--- src/shared/pin_routing_pkg.sv ---
// package: constants and carriers for the shared pin routing block
package pin_routing_pkg;
   localparam int NUM_PINS = 7;
   localparam int SEL_W = 4;
   localparam int GPIO_W = 5;
   localparam int IRQ_W = 4;
   localparam int SER_BIT_W = 9;
   localparam int SER_CNT_W = 8;
   localparam int SER_HALF_NS = 5000;
   localparam int CLK_NS = 5;
   localparam int SER_HALF_CYC = SER_HALF_NS / CLK_NS;
   localparam int SER_BITS = 48;

   // per-pin function codes; zero is always the harmless input state
   typedef enum logic [3:0] {
      FN_INPUT = 4'h0,
      FN_GPO = 4'h1,
      FN_GPE = 4'h2,
      FN_LED = 4'h3,
      FN_VIDEO = 4'h4,
      FN_AUDIO = 4'h5,
      FN_IRQ = 4'h6,
      FN_HOSTINT = 4'h7,
      FN_DMA = 4'h8,
      FN_RING = 4'h9,
      FN_LOCK = 4'hA,
      FN_SERIRQ = 4'hB,
      FN_CLKRUN = 4'hC
   } pin_fn_t;

   typedef struct packed {
      logic host_int;
      logic general_purpose_event;
      logic led;
      logic video;
      logic audio_pwm;
      logic [IRQ_W-1:0] irq;
      logic dma_req;
      logic dma_gnt;
      logic ring;
      logic power_event;
      logic lock;
      logic ser_irq;
      logic clkrun;
   } sources_t;

   typedef struct packed {
      logic [NUM_PINS-1:0] out;
      logic [NUM_PINS-1:0] oe_n;
   } pin_drive_t;

   localparam logic [SEL_W-1:0] SEL_RESET = 4'h0;
endpackage : pin_routing_pkg

--- src/design/multifunction_pin_routing.sv ---
// module: routing of the seven shared terminals and misc outputs
// Contract
// - pin 0: host int, gpio 0, event, led, video, audio, or irq
// - pin 1: gpio 1, event, led, video, audio, or irq
// - serial mode when both serial pins are pulled up by the board
// - serial mode: pin 1 carries two-wire data
// - serial mode: pin 4 drives two-wire clock
// - serial mode: after each bus reset, read defaults from eeprom over two wires
// - pin 2: dma request, gpio 2, led, video, audio, event, ring, irq
// - pin 3: legacy irq or serialized interrupt
// - pin 4: lock, gpio 3, led, ring, video, audio, event, or irq
// - pin 5: dma grant, gpio 4, led, video, audio, event, or irq
// - pin 6: clock-run control or legacy irq
// - ring/power output carries ring indicate or power event
// - suspend input keeps the pin select through bus reset
// - speaker to host is card speaker xor card audio
module multifunction_pin_routing
   import pin_routing_pkg::*;
#(
   parameter int HALF_CYC = SER_HALF_CYC,
   parameter int NBITS = SER_BITS
) (
   input wire logic sys_clk_in,
   input wire logic rst_in,
   input wire logic suspend_n_in,
   input wire logic sel_wr_in,
   input wire logic [NUM_PINS*SEL_W-1:0] sel_data_in,
   input wire logic [GPIO_W-1:0] general_output_in,
   input wire logic ring_not_power_in,
   input wire sources_t src_in,
   input wire logic [NUM_PINS-1:0] shared_pin_in,
   input wire logic card_speaker_in,
   input wire logic card_audio_in,
   output pin_drive_t shared_pin_out,
   output logic [GPIO_W-1:0] general_input_out,
   output logic dma_gnt_out,
   output logic lock_out,
   output logic clkrun_out,
   output logic ring_power_n_out,
   output logic speaker_to_host_out,
   output logic serial_mode_out,
   output logic [NBITS-1:0] boot_data_out,
   output logic boot_busy_out
);
   if (HALF_CYC < 1 || NBITS < 2) begin
      $error("multifunction_pin_routing: bad parameter");
   end

   // ************************************************
   // state
   // ************************************************
   // kept apart: no async clear, so the select survives a suspended reset
   typedef struct packed {
      logic [NUM_PINS*SEL_W-1:0] sel;
      logic [NUM_PINS-1:0] sync1;
      logic [NUM_PINS-1:0] sync2;
      logic susp_n1;
      logic susp_n2;
      logic rst_sync1;
      logic rst_sync2;
      logic [1:0] aud_sync1;
      logic [1:0] aud_sync2;
   } keep_state_t;

   typedef struct packed {
      logic rst_seen;
      logic boot_go;
      logic serial_mode;
      pin_drive_t drive;
      logic [GPIO_W-1:0] gpi;
      logic dma_gnt;
      logic lock;
      logic clkrun;
      logic ring_power_n;
      logic speaker;
   } route_state_t;

   route_state_t state_ff;
   route_state_t nxt_state;
   keep_state_t keep_ff;
   keep_state_t nxt_keep;
   logic ser_scl;
   logic ser_sda_oe_n;
   logic ser_busy;

   serial_boot_loader #(
      .HALF_CYC(HALF_CYC),
      .NBITS(NBITS)
   ) u_loader (
      .sys_clk_in(sys_clk_in),
      .rst_in(rst_in),
      .start_in(state_ff.boot_go),
      .sda_in(keep_ff.sync2[1]),
      .scl_out(ser_scl),
      .sda_oe_n_out(ser_sda_oe_n),
      .busy_out(ser_busy),
      .data_out(boot_data_out)
   );

   function automatic logic [1:0] route(input pin_fn_t fn, input int p,
                                        input logic gpo_bit);
      logic [1:0] r;
      r = 2'b00;
      unique case (fn)
         FN_GPO: r = {1'b1, gpo_bit};
         FN_GPE: r = {1'b1, src_in.general_purpose_event};
         FN_LED: r = {1'b1, src_in.led};
         FN_VIDEO: r = {1'b1, src_in.video};
         FN_AUDIO: r = {1'b1, src_in.audio_pwm};
         FN_IRQ: r = {1'b1, src_in.irq[p % IRQ_W]};
         FN_HOSTINT: r = {1'b1, src_in.host_int};
         // grant comes from the chipset, so pin 5 only listens
         FN_DMA: r = (p == 5) ? 2'b00 : {1'b1, src_in.dma_req};
         FN_RING: r = {1'b1, src_in.ring};
         FN_LOCK: r = {1'b1, src_in.lock};
         FN_SERIRQ: r = {1'b1, src_in.ser_irq};
         FN_CLKRUN: r = {1'b1, src_in.clkrun};
         default: r = 2'b00;
      endcase
      return r;
   endfunction : route

   // legal function per pin; anything else falls back to input
   function automatic logic allowed(input int p, input pin_fn_t fn);
      logic ok;
      ok = (fn == FN_INPUT) || (fn == FN_IRQ);
      unique case (p)
         0: ok = ok || fn inside {FN_HOSTINT, FN_GPO, FN_GPE, FN_LED,
                  FN_VIDEO, FN_AUDIO};
         1: ok = ok || fn inside {FN_GPO, FN_GPE, FN_LED, FN_VIDEO,
                  FN_AUDIO};
         2: ok = ok || fn inside {FN_DMA, FN_GPO, FN_LED, FN_VIDEO,
                  FN_AUDIO, FN_GPE, FN_RING};
         3: ok = ok || (fn == FN_SERIRQ);
         4: ok = ok || fn inside {FN_LOCK, FN_GPO, FN_LED, FN_RING,
                  FN_VIDEO, FN_AUDIO, FN_GPE};
         5: ok = ok || fn inside {FN_DMA, FN_GPO, FN_LED, FN_VIDEO,
                  FN_AUDIO, FN_GPE};
         6: ok = ok || (fn == FN_CLKRUN);
         default: ok = 1'b0;
      endcase
      return ok;
   endfunction : allowed

   // ************************************************
   // next state
   // ************************************************
   always_comb begin
      logic [1:0] r;
      pin_fn_t fn;
      int gp;
      r = 2'b00;
      fn = FN_INPUT;
      gp = 0;
      nxt_keep = keep_ff;
      nxt_keep.sync1 = shared_pin_in;
      nxt_keep.sync2 = keep_ff.sync1;
      nxt_keep.susp_n1 = suspend_n_in;
      nxt_keep.susp_n2 = keep_ff.susp_n1;
      nxt_keep.rst_sync1 = rst_in;
      nxt_keep.rst_sync2 = keep_ff.rst_sync1;
      nxt_keep.aud_sync1 = {card_speaker_in, card_audio_in};
      nxt_keep.aud_sync2 = keep_ff.aud_sync1;
      // cleared by the synchronised reset unless suspend shields it
      if (keep_ff.rst_sync2 && keep_ff.susp_n2) begin
         nxt_keep.sel = {NUM_PINS{SEL_RESET}};
      end else if (sel_wr_in) begin
         nxt_keep.sel = sel_data_in;
      end
      nxt_state = state_ff;
      nxt_state.rst_seen = 1'b0;
      // only a board with both pull-ups gets a boot read
      nxt_state.boot_go = state_ff.rst_seen & keep_ff.sync2[1]
                          & keep_ff.sync2[4];
      // pins 1 and 4 pulled high by the board at reset select serial mode
      if (state_ff.rst_seen) begin
         nxt_state.serial_mode = keep_ff.sync2[1]
                                 & keep_ff.sync2[4];
      end
      for (int p = 0; p < NUM_PINS; p++) begin
         fn = pin_fn_t'(keep_ff.sel[p*SEL_W +: SEL_W]);
         gp = (p == 0) ? 0 : (p == 1) ? 1 : (p == 2) ? 2 : (p == 4) ? 3 : 4;
         if (!allowed(p, fn)) begin
            fn = FN_INPUT;
         end
         r = route(fn, p, general_output_in[gp]);
         nxt_state.drive.out[p] = r[0];
         nxt_state.drive.oe_n[p] = ~r[1];
      end
      for (int g = 0; g < GPIO_W; g++) begin
         gp = (g < 3) ? g : (g == 3) ? 4 : 5;
         nxt_state.gpi[g] = keep_ff.sync2[gp];
      end
      if (state_ff.serial_mode) begin
         nxt_state.drive.out[1] = 1'b0;
         nxt_state.drive.oe_n[1] = ser_sda_oe_n;
         nxt_state.drive.out[4] = ser_scl;
         nxt_state.drive.oe_n[4] = 1'b0;
      end
      nxt_state.dma_gnt = keep_ff.sync2[5];
      nxt_state.lock = keep_ff.sync2[4];
      nxt_state.clkrun = keep_ff.sync2[6];
      nxt_state.ring_power_n = ring_not_power_in ? ~src_in.ring
                                                 : ~src_in.power_event;
      // card pins are asynchronous: xor only after the synchroniser
      nxt_state.speaker = keep_ff.aud_sync2[1]
                          ^ keep_ff.aud_sync2[0];
   end

   always_ff @(posedge sys_clk_in or posedge rst_in) begin
      if (rst_in) begin
         state_ff.rst_seen <= 1'b1;
         state_ff.boot_go <= 1'b0;
         state_ff.serial_mode <= 1'b0;
         state_ff.drive <= '{out: '0, oe_n: '1};
         state_ff.gpi <= '0;
         state_ff.dma_gnt <= 1'b0;
         state_ff.lock <= 1'b0;
         state_ff.clkrun <= 1'b0;
         state_ff.ring_power_n <= 1'b1;
         state_ff.speaker <= 1'b0;
      end else begin
         state_ff <= nxt_state;
      end
   end

   // no reset: synchronisers keep sampling, select obeys suspend
   always_ff @(posedge sys_clk_in) begin
      keep_ff <= nxt_keep;
   end

   assign shared_pin_out = state_ff.drive;
   assign general_input_out = state_ff.gpi;
   assign dma_gnt_out = state_ff.dma_gnt;
   assign lock_out = state_ff.lock;
   assign clkrun_out = state_ff.clkrun;
   assign ring_power_n_out = state_ff.ring_power_n;
   assign speaker_to_host_out = state_ff.speaker;
   assign serial_mode_out = state_ff.serial_mode;
   assign boot_busy_out = ser_busy;
endmodule : multifunction_pin_routing

--- src/design/serial_boot_loader.sv ---
// module: two-wire read of configuration defaults after bus reset
module serial_boot_loader
   import pin_routing_pkg::*;
#(
   parameter int HALF_CYC = SER_HALF_CYC,
   parameter int NBITS = SER_BITS
) (
   input wire logic sys_clk_in,
   input wire logic rst_in,
   input wire logic start_in,
   input wire logic sda_in,
   output logic scl_out,
   output logic sda_oe_n_out,
   output logic busy_out,
   output logic [NBITS-1:0] data_out
);
   // tick is 16 bits wide and the shift needs at least two bits
   if (HALF_CYC < 1 || HALF_CYC > 65536 || NBITS < 2 || NBITS > 255) begin
      $error("serial_boot_loader: bad parameter");
   end

   typedef enum logic [1:0] {
      ST_IDLE = 2'b00,
      ST_LOW = 2'b01,
      ST_HIGH = 2'b10
   } ser_st_t;

   typedef struct packed {
      ser_st_t st;
      logic [15:0] tick;
      logic [SER_CNT_W-1:0] bit_cnt;
      logic scl;
      logic busy;
      logic [NBITS-1:0] data;
   } ser_state_t;

   ser_state_t state_ff;
   ser_state_t nxt_state;

   // simple read: clock out bits, sample data on rising clock edge
   always_comb begin
      nxt_state = state_ff;
      unique case (state_ff.st)
         ST_IDLE: begin
            nxt_state.scl = 1'b1;
            if (start_in) begin
               nxt_state.st = ST_LOW;
               nxt_state.tick = 16'h0000;
               nxt_state.bit_cnt = '0;
               nxt_state.scl = 1'b0;
            end
         end
         ST_LOW: begin
            nxt_state.tick = state_ff.tick + 16'h0001;
            if (state_ff.tick == 16'(HALF_CYC - 1)) begin
               nxt_state.tick = 16'h0000;
               nxt_state.scl = 1'b1;
               nxt_state.st = ST_HIGH;
               nxt_state.data = {state_ff.data[NBITS-2:0], sda_in};
            end
         end
         ST_HIGH: begin
            nxt_state.tick = state_ff.tick + 16'h0001;
            if (state_ff.tick == 16'(HALF_CYC - 1)) begin
               nxt_state.tick = 16'h0000;
               nxt_state.bit_cnt = state_ff.bit_cnt + 1'b1;
               if (state_ff.bit_cnt == SER_CNT_W'(NBITS - 1)) begin
                  nxt_state.st = ST_IDLE;
               end else begin
                  nxt_state.scl = 1'b0;
                  nxt_state.st = ST_LOW;
               end
            end
         end
         default: nxt_state.st = ST_IDLE;
      endcase
      nxt_state.busy = (nxt_state.st != ST_IDLE);
   end

   always_ff @(posedge sys_clk_in or posedge rst_in) begin
      if (rst_in) begin
         state_ff <= '{st: ST_IDLE, scl: 1'b1, default: '0};
      end else begin
         state_ff <= nxt_state;
      end
   end

   assign scl_out = state_ff.scl;
   assign sda_oe_n_out = 1'b1;
   assign busy_out = state_ff.busy;
   assign data_out = state_ff.data;
endmodule : serial_boot_loader

--- config.mk ---
export PLATFORM = sky130hd
export DESIGN_NAME = multifunction_pin_routing
export DESIGN_NICKNAME = d
export VERILOG_FILES = /design/src/shared/pin_routing_pkg.sv /design/src/design/multifunction_pin_routing.sv /design/src/design/serial_boot_loader.sv
export SDC_FILE = /design/constraint.sdc
export NUM_CORES = 1
export LEC_CHECK = 0
export BUFFER_PORTS_ARGS = -buffer_cell sky130_fd_sc_hd__buf_2
export CAP_MARGIN = 10
export CORE_ASPECT_RATIO = 0.5
export CORE_MARGIN = 1
export CORE_UTILIZATION = 45
export DETAILED_ROUTE_END_ITERATION = 16
export PLACE_DENSITY_LB_ADDON = 0.25
export SLEW_MARGIN = 20
export SYNTH_ARGS = -nofsm -noshare
export SYNTH_HDL_FRONTEND = slang
export SYNTH_SLANG_ARGS = --single-unit
--- constraint.sdc ---
create_clock -name sys_clk_in -period 6.05 [get_ports sys_clk_in]
set_input_delay 1.21 -clock sys_clk_in [delete_from_list [all_inputs] [get_ports sys_clk_in]]
set_output_delay 1.21 -clock sys_clk_in [all_outputs]
set_load 0.005 [all_outputs]
==> metrics.md <==
| Metric | Value |
|---|---|
| Outcome | complete, no violations |
| CTS tree | yes |
| Clock slew at reported path FFs | 0.07 ns |
| Worst Setup Slack, final | 3.31 ns |
| Final Cell Area | 0.00753 sq mm |
| Netlist Area Pre-Place | 0.00666 sq mm |
| Clock Skew | 0.0138 ns |
| Layout cells sized above 1 | 25.2% |
| Dpl ws | 3.30 ns |
| Crit path time final | 2.74 ns |
| Kind of critical path | flop to flop |
| Antenna violations before repair | 0 |
| MaxCap Viol Count | 0 |
| Critical path startpoint | u_loader.state_ff[58] |
| Worst EP arrival | 3.10 ns |
| Metal-1 WL | 6350 um |
| Commonest non-fill, non-tap cells in the layout | nand2_1 (178), buf_2 (134), dfrtp_1 (91), dfxtp_1 (48), nor2_1 (43) |
| Area after DPL | 0.00691 sq mm |
| Wire per inst | 13.6 um |
| Initial DRT Pass Iterations | 4 |
| Commonest non-fill, non-tap cell in the layout | nand2_1 |
| # diodes | 0 |
| RR Startpoint | u_loader.state_ff[58] |
| Placed instance count | 918 |
| PD cells | 319 mW/mm^2 |
| Req. time, crit path | 6.41 ns |
| Hold Path End | keep_ff[13] |
| Max rail drop VDD | 0.000197 V |
| Wire length on met3 | 646 um |
| Max Freq | 0.365 GHz |
| DRT iter0 DRCs | 251 |
| Critical path's top delay family | simple AND/OR/NAND/NOR gates |
| Post-synth EDFFs | 0 |
| Number of global-route vias before repair | 4277 |
| Crit Path Max Fanout | 49 |
| Top routing layer in use | met4 |
| Max Root-Sink Buffers | 2 |
| Syn nets | 757 |
| Non-filler cells, final | 951 |
| WL met2 | 5850 um |
| Crit path depth | 6 |
| Period Utilization, post-route | 45.3% |
| Num rows | 30 |
| Critical path endpoint category | flop |
| Share of async-settable or async-resettable flops after synthesis | 67.8% |
| Synth Flop Type | dfrtp_1 |
| Max stage delay cell, worst path | nor4bb_1 |
| Vias/cell | 4.91 |
| Crit path buffers/inverters | 0 |
| Nets | 815 |
| Slew headroom | 27.6% |
| CTS resizes | 0 |
| DRT antenna net count | 0 |
| Yosys cell types | 60 |
| IO Port Bufs | 134 |
| Area delta synth->final | 13.2% |
| H-tree levels | 4 |
| I/O pin count | 137 |
| WHS Path Cells | 0 |
| Final slew viol count | 0 |
| Unrepaired setup endpoints after global routing | no |
| Setup TNS | 0 ns |
| Fill cells | 1264 |
| Gpl congestion | 0.873 |
| GRT Util Overall | 17.6% |
| CTS Hold Bufs | 0 |
| Cells along the critical path | ha_1 -> nor4bb_1 -> and4b_2 -> nand2_2 -> a211oi_2 -> or2_1 |
| RR Endpoint | u_loader.busy_out |
| CP peak stage delay | 0.55 ns |
| Clock sinks | 149 |
| Total wire length | 12900 um |
| Die X | 174 um |
| Register area share after synthesis | 52.6% |
| Static Leak | 3.86 nW |
| Post-CTS setup buffer count | 0 |
| Die ar. | 0.0153 sq mm |
| Hold crit path type | flop to flop |
| Initial Util | 47.5% |
| DRC errors left | 0 |
| Post-detailed-placement half-perimeter wirelength | 8780 um |
| Number of synthesized register bits | 149 |
| Area of the multi-input gates | 0.00244 sq mm |
| Hold_sp | keep_ff[20] |
| Clock root buffer | clkbuf_16 |
| Fin. Hold Viols | 0 |
| Worst R2R Setup Slack | 3.31 ns |
| Post-Syn Instances | 688 |
| Clk_lat worst skew | 0.42 ns |
| Vias after detailed routing | 4668 |
| Core area | 0.0140 sq mm |
| Synthesized area per cell | 9.67 sq um |
| Type of origin of the critical path | flop |
| Worst-Margin Slew | 1.09 ns |
| First-pass GRT wire length | 21400 um |
| Final setup vio count | 0 |
| Yosys Warn Count | 0 |
| Pin count of the biggest net entering global routing | 63 |
| FF+latch area | 0.00350 sq mm |
| Worst reg-to-reg path cell count | 6 |
| Gr ovfl total | 0 |
| Total CTS buffers | 17 |
| Die Ht | 88 um |
-- cells in the mapped netlist (6+ instances only) --
master | n | area [sq um]
nand3_1 | 11 | 55.1
ha_1 | 6 | 75.1
nor3_1 | 9 | 45.0
o21ai_0 | 23 | 115
nand2_1 | 178 | 668
mux2i_1 | 41 | 410
nand3b_1 | 6 | 45.0
clkbuf_1 | 14 | 52.6
nor2_1 | 44 | 165
buf_4 | 72 | 541
dfxtp_1 | 48 | 961
a21oi_1 | 21 | 105
a31oi_1 | 10 | 62.6
dfrtp_1 | 91 | 2280
and3_1 | 9 | 56.3
inv_1 | 13 | 48.8
dfstp_2 | 10 | 263
-- metrics by stage --
stage | util [%] | power, mW | hold slack (ns)
6_report | 53.8 | 2.40 | 0.327
4_1_cts | 53.7 | 2.43 | 0.328
2_1_floorplan | - | 1.30 | 0.310
3_5_place_dp | 49.3 | 1.37 | 0.312
5_1_grt | 53.8 | 2.51 | 0.335
3_3_place_gp | 49.3 | 1.37 | 0.310
-- sequential cells by signal, indices dropped and copies added (netlist names), 2 cells and up --
| register | count |
|---|---|
| u_loader.state_ff | 26 |
| keep_ff | 48 |
| shared_pin_out | 14 |
| u_loader.data_out | 48 |
| general_input_out | 4 |
| state_ff | 2 |
-- worst max-delay path by stage --
stage | endpoint | slack, ns
2_1_floorplan | clkrun_out | 2.21
3_3_place_gp | u_loader.busy_out | 3.34
3_5_place_dp | u_loader.busy_out | 3.30
4_1_cts | u_loader.busy_out | 3.27
5_1_grt | u_loader.busy_out | 3.06
6_report | u_loader.busy_out | 3.31
-- power breakdown --
| group | switching [mW] | internal (mW) |
|---|---|---|
| clock | 0.492 | 0.561 |
| sequential | 0.0431 | 1.06 |
| combinational | 0.145 | 0.106 |
| total | 0.681 | 1.72 |
-- routing by layer --
metal / vias up / track usage [%]
li1: 2350 / -
met5: - / 0
met4: 0 / 5.90
met1: 2203 / 24.1
met3: 6 / 4.86
met2: 109 / 27.1
-- kinds of logic after synthesis --
kind of cell    after synthesis  synth area share, %
simple gates                292                 19.8
flops                       149                 52.6
buf+inv                     110                 10.9
compound gates               78                 7.44
mux                          45                 7.18
xor+xnor                      7                0.921
fa+ha+maj                     6                 1.13
other cells                   1               0.0563
-- final cells by class --
cell class,count,share of cell area [%]
multi-input combinational,429,32.4
clock buffer,17,5.65
sequential,149,46.5
clock inverter,15,2.36
tap,192,3.19
inverter,13,0.681
timing repair buffer,136,9.27
Note: power is estimated with default switching activity, not from simulation.
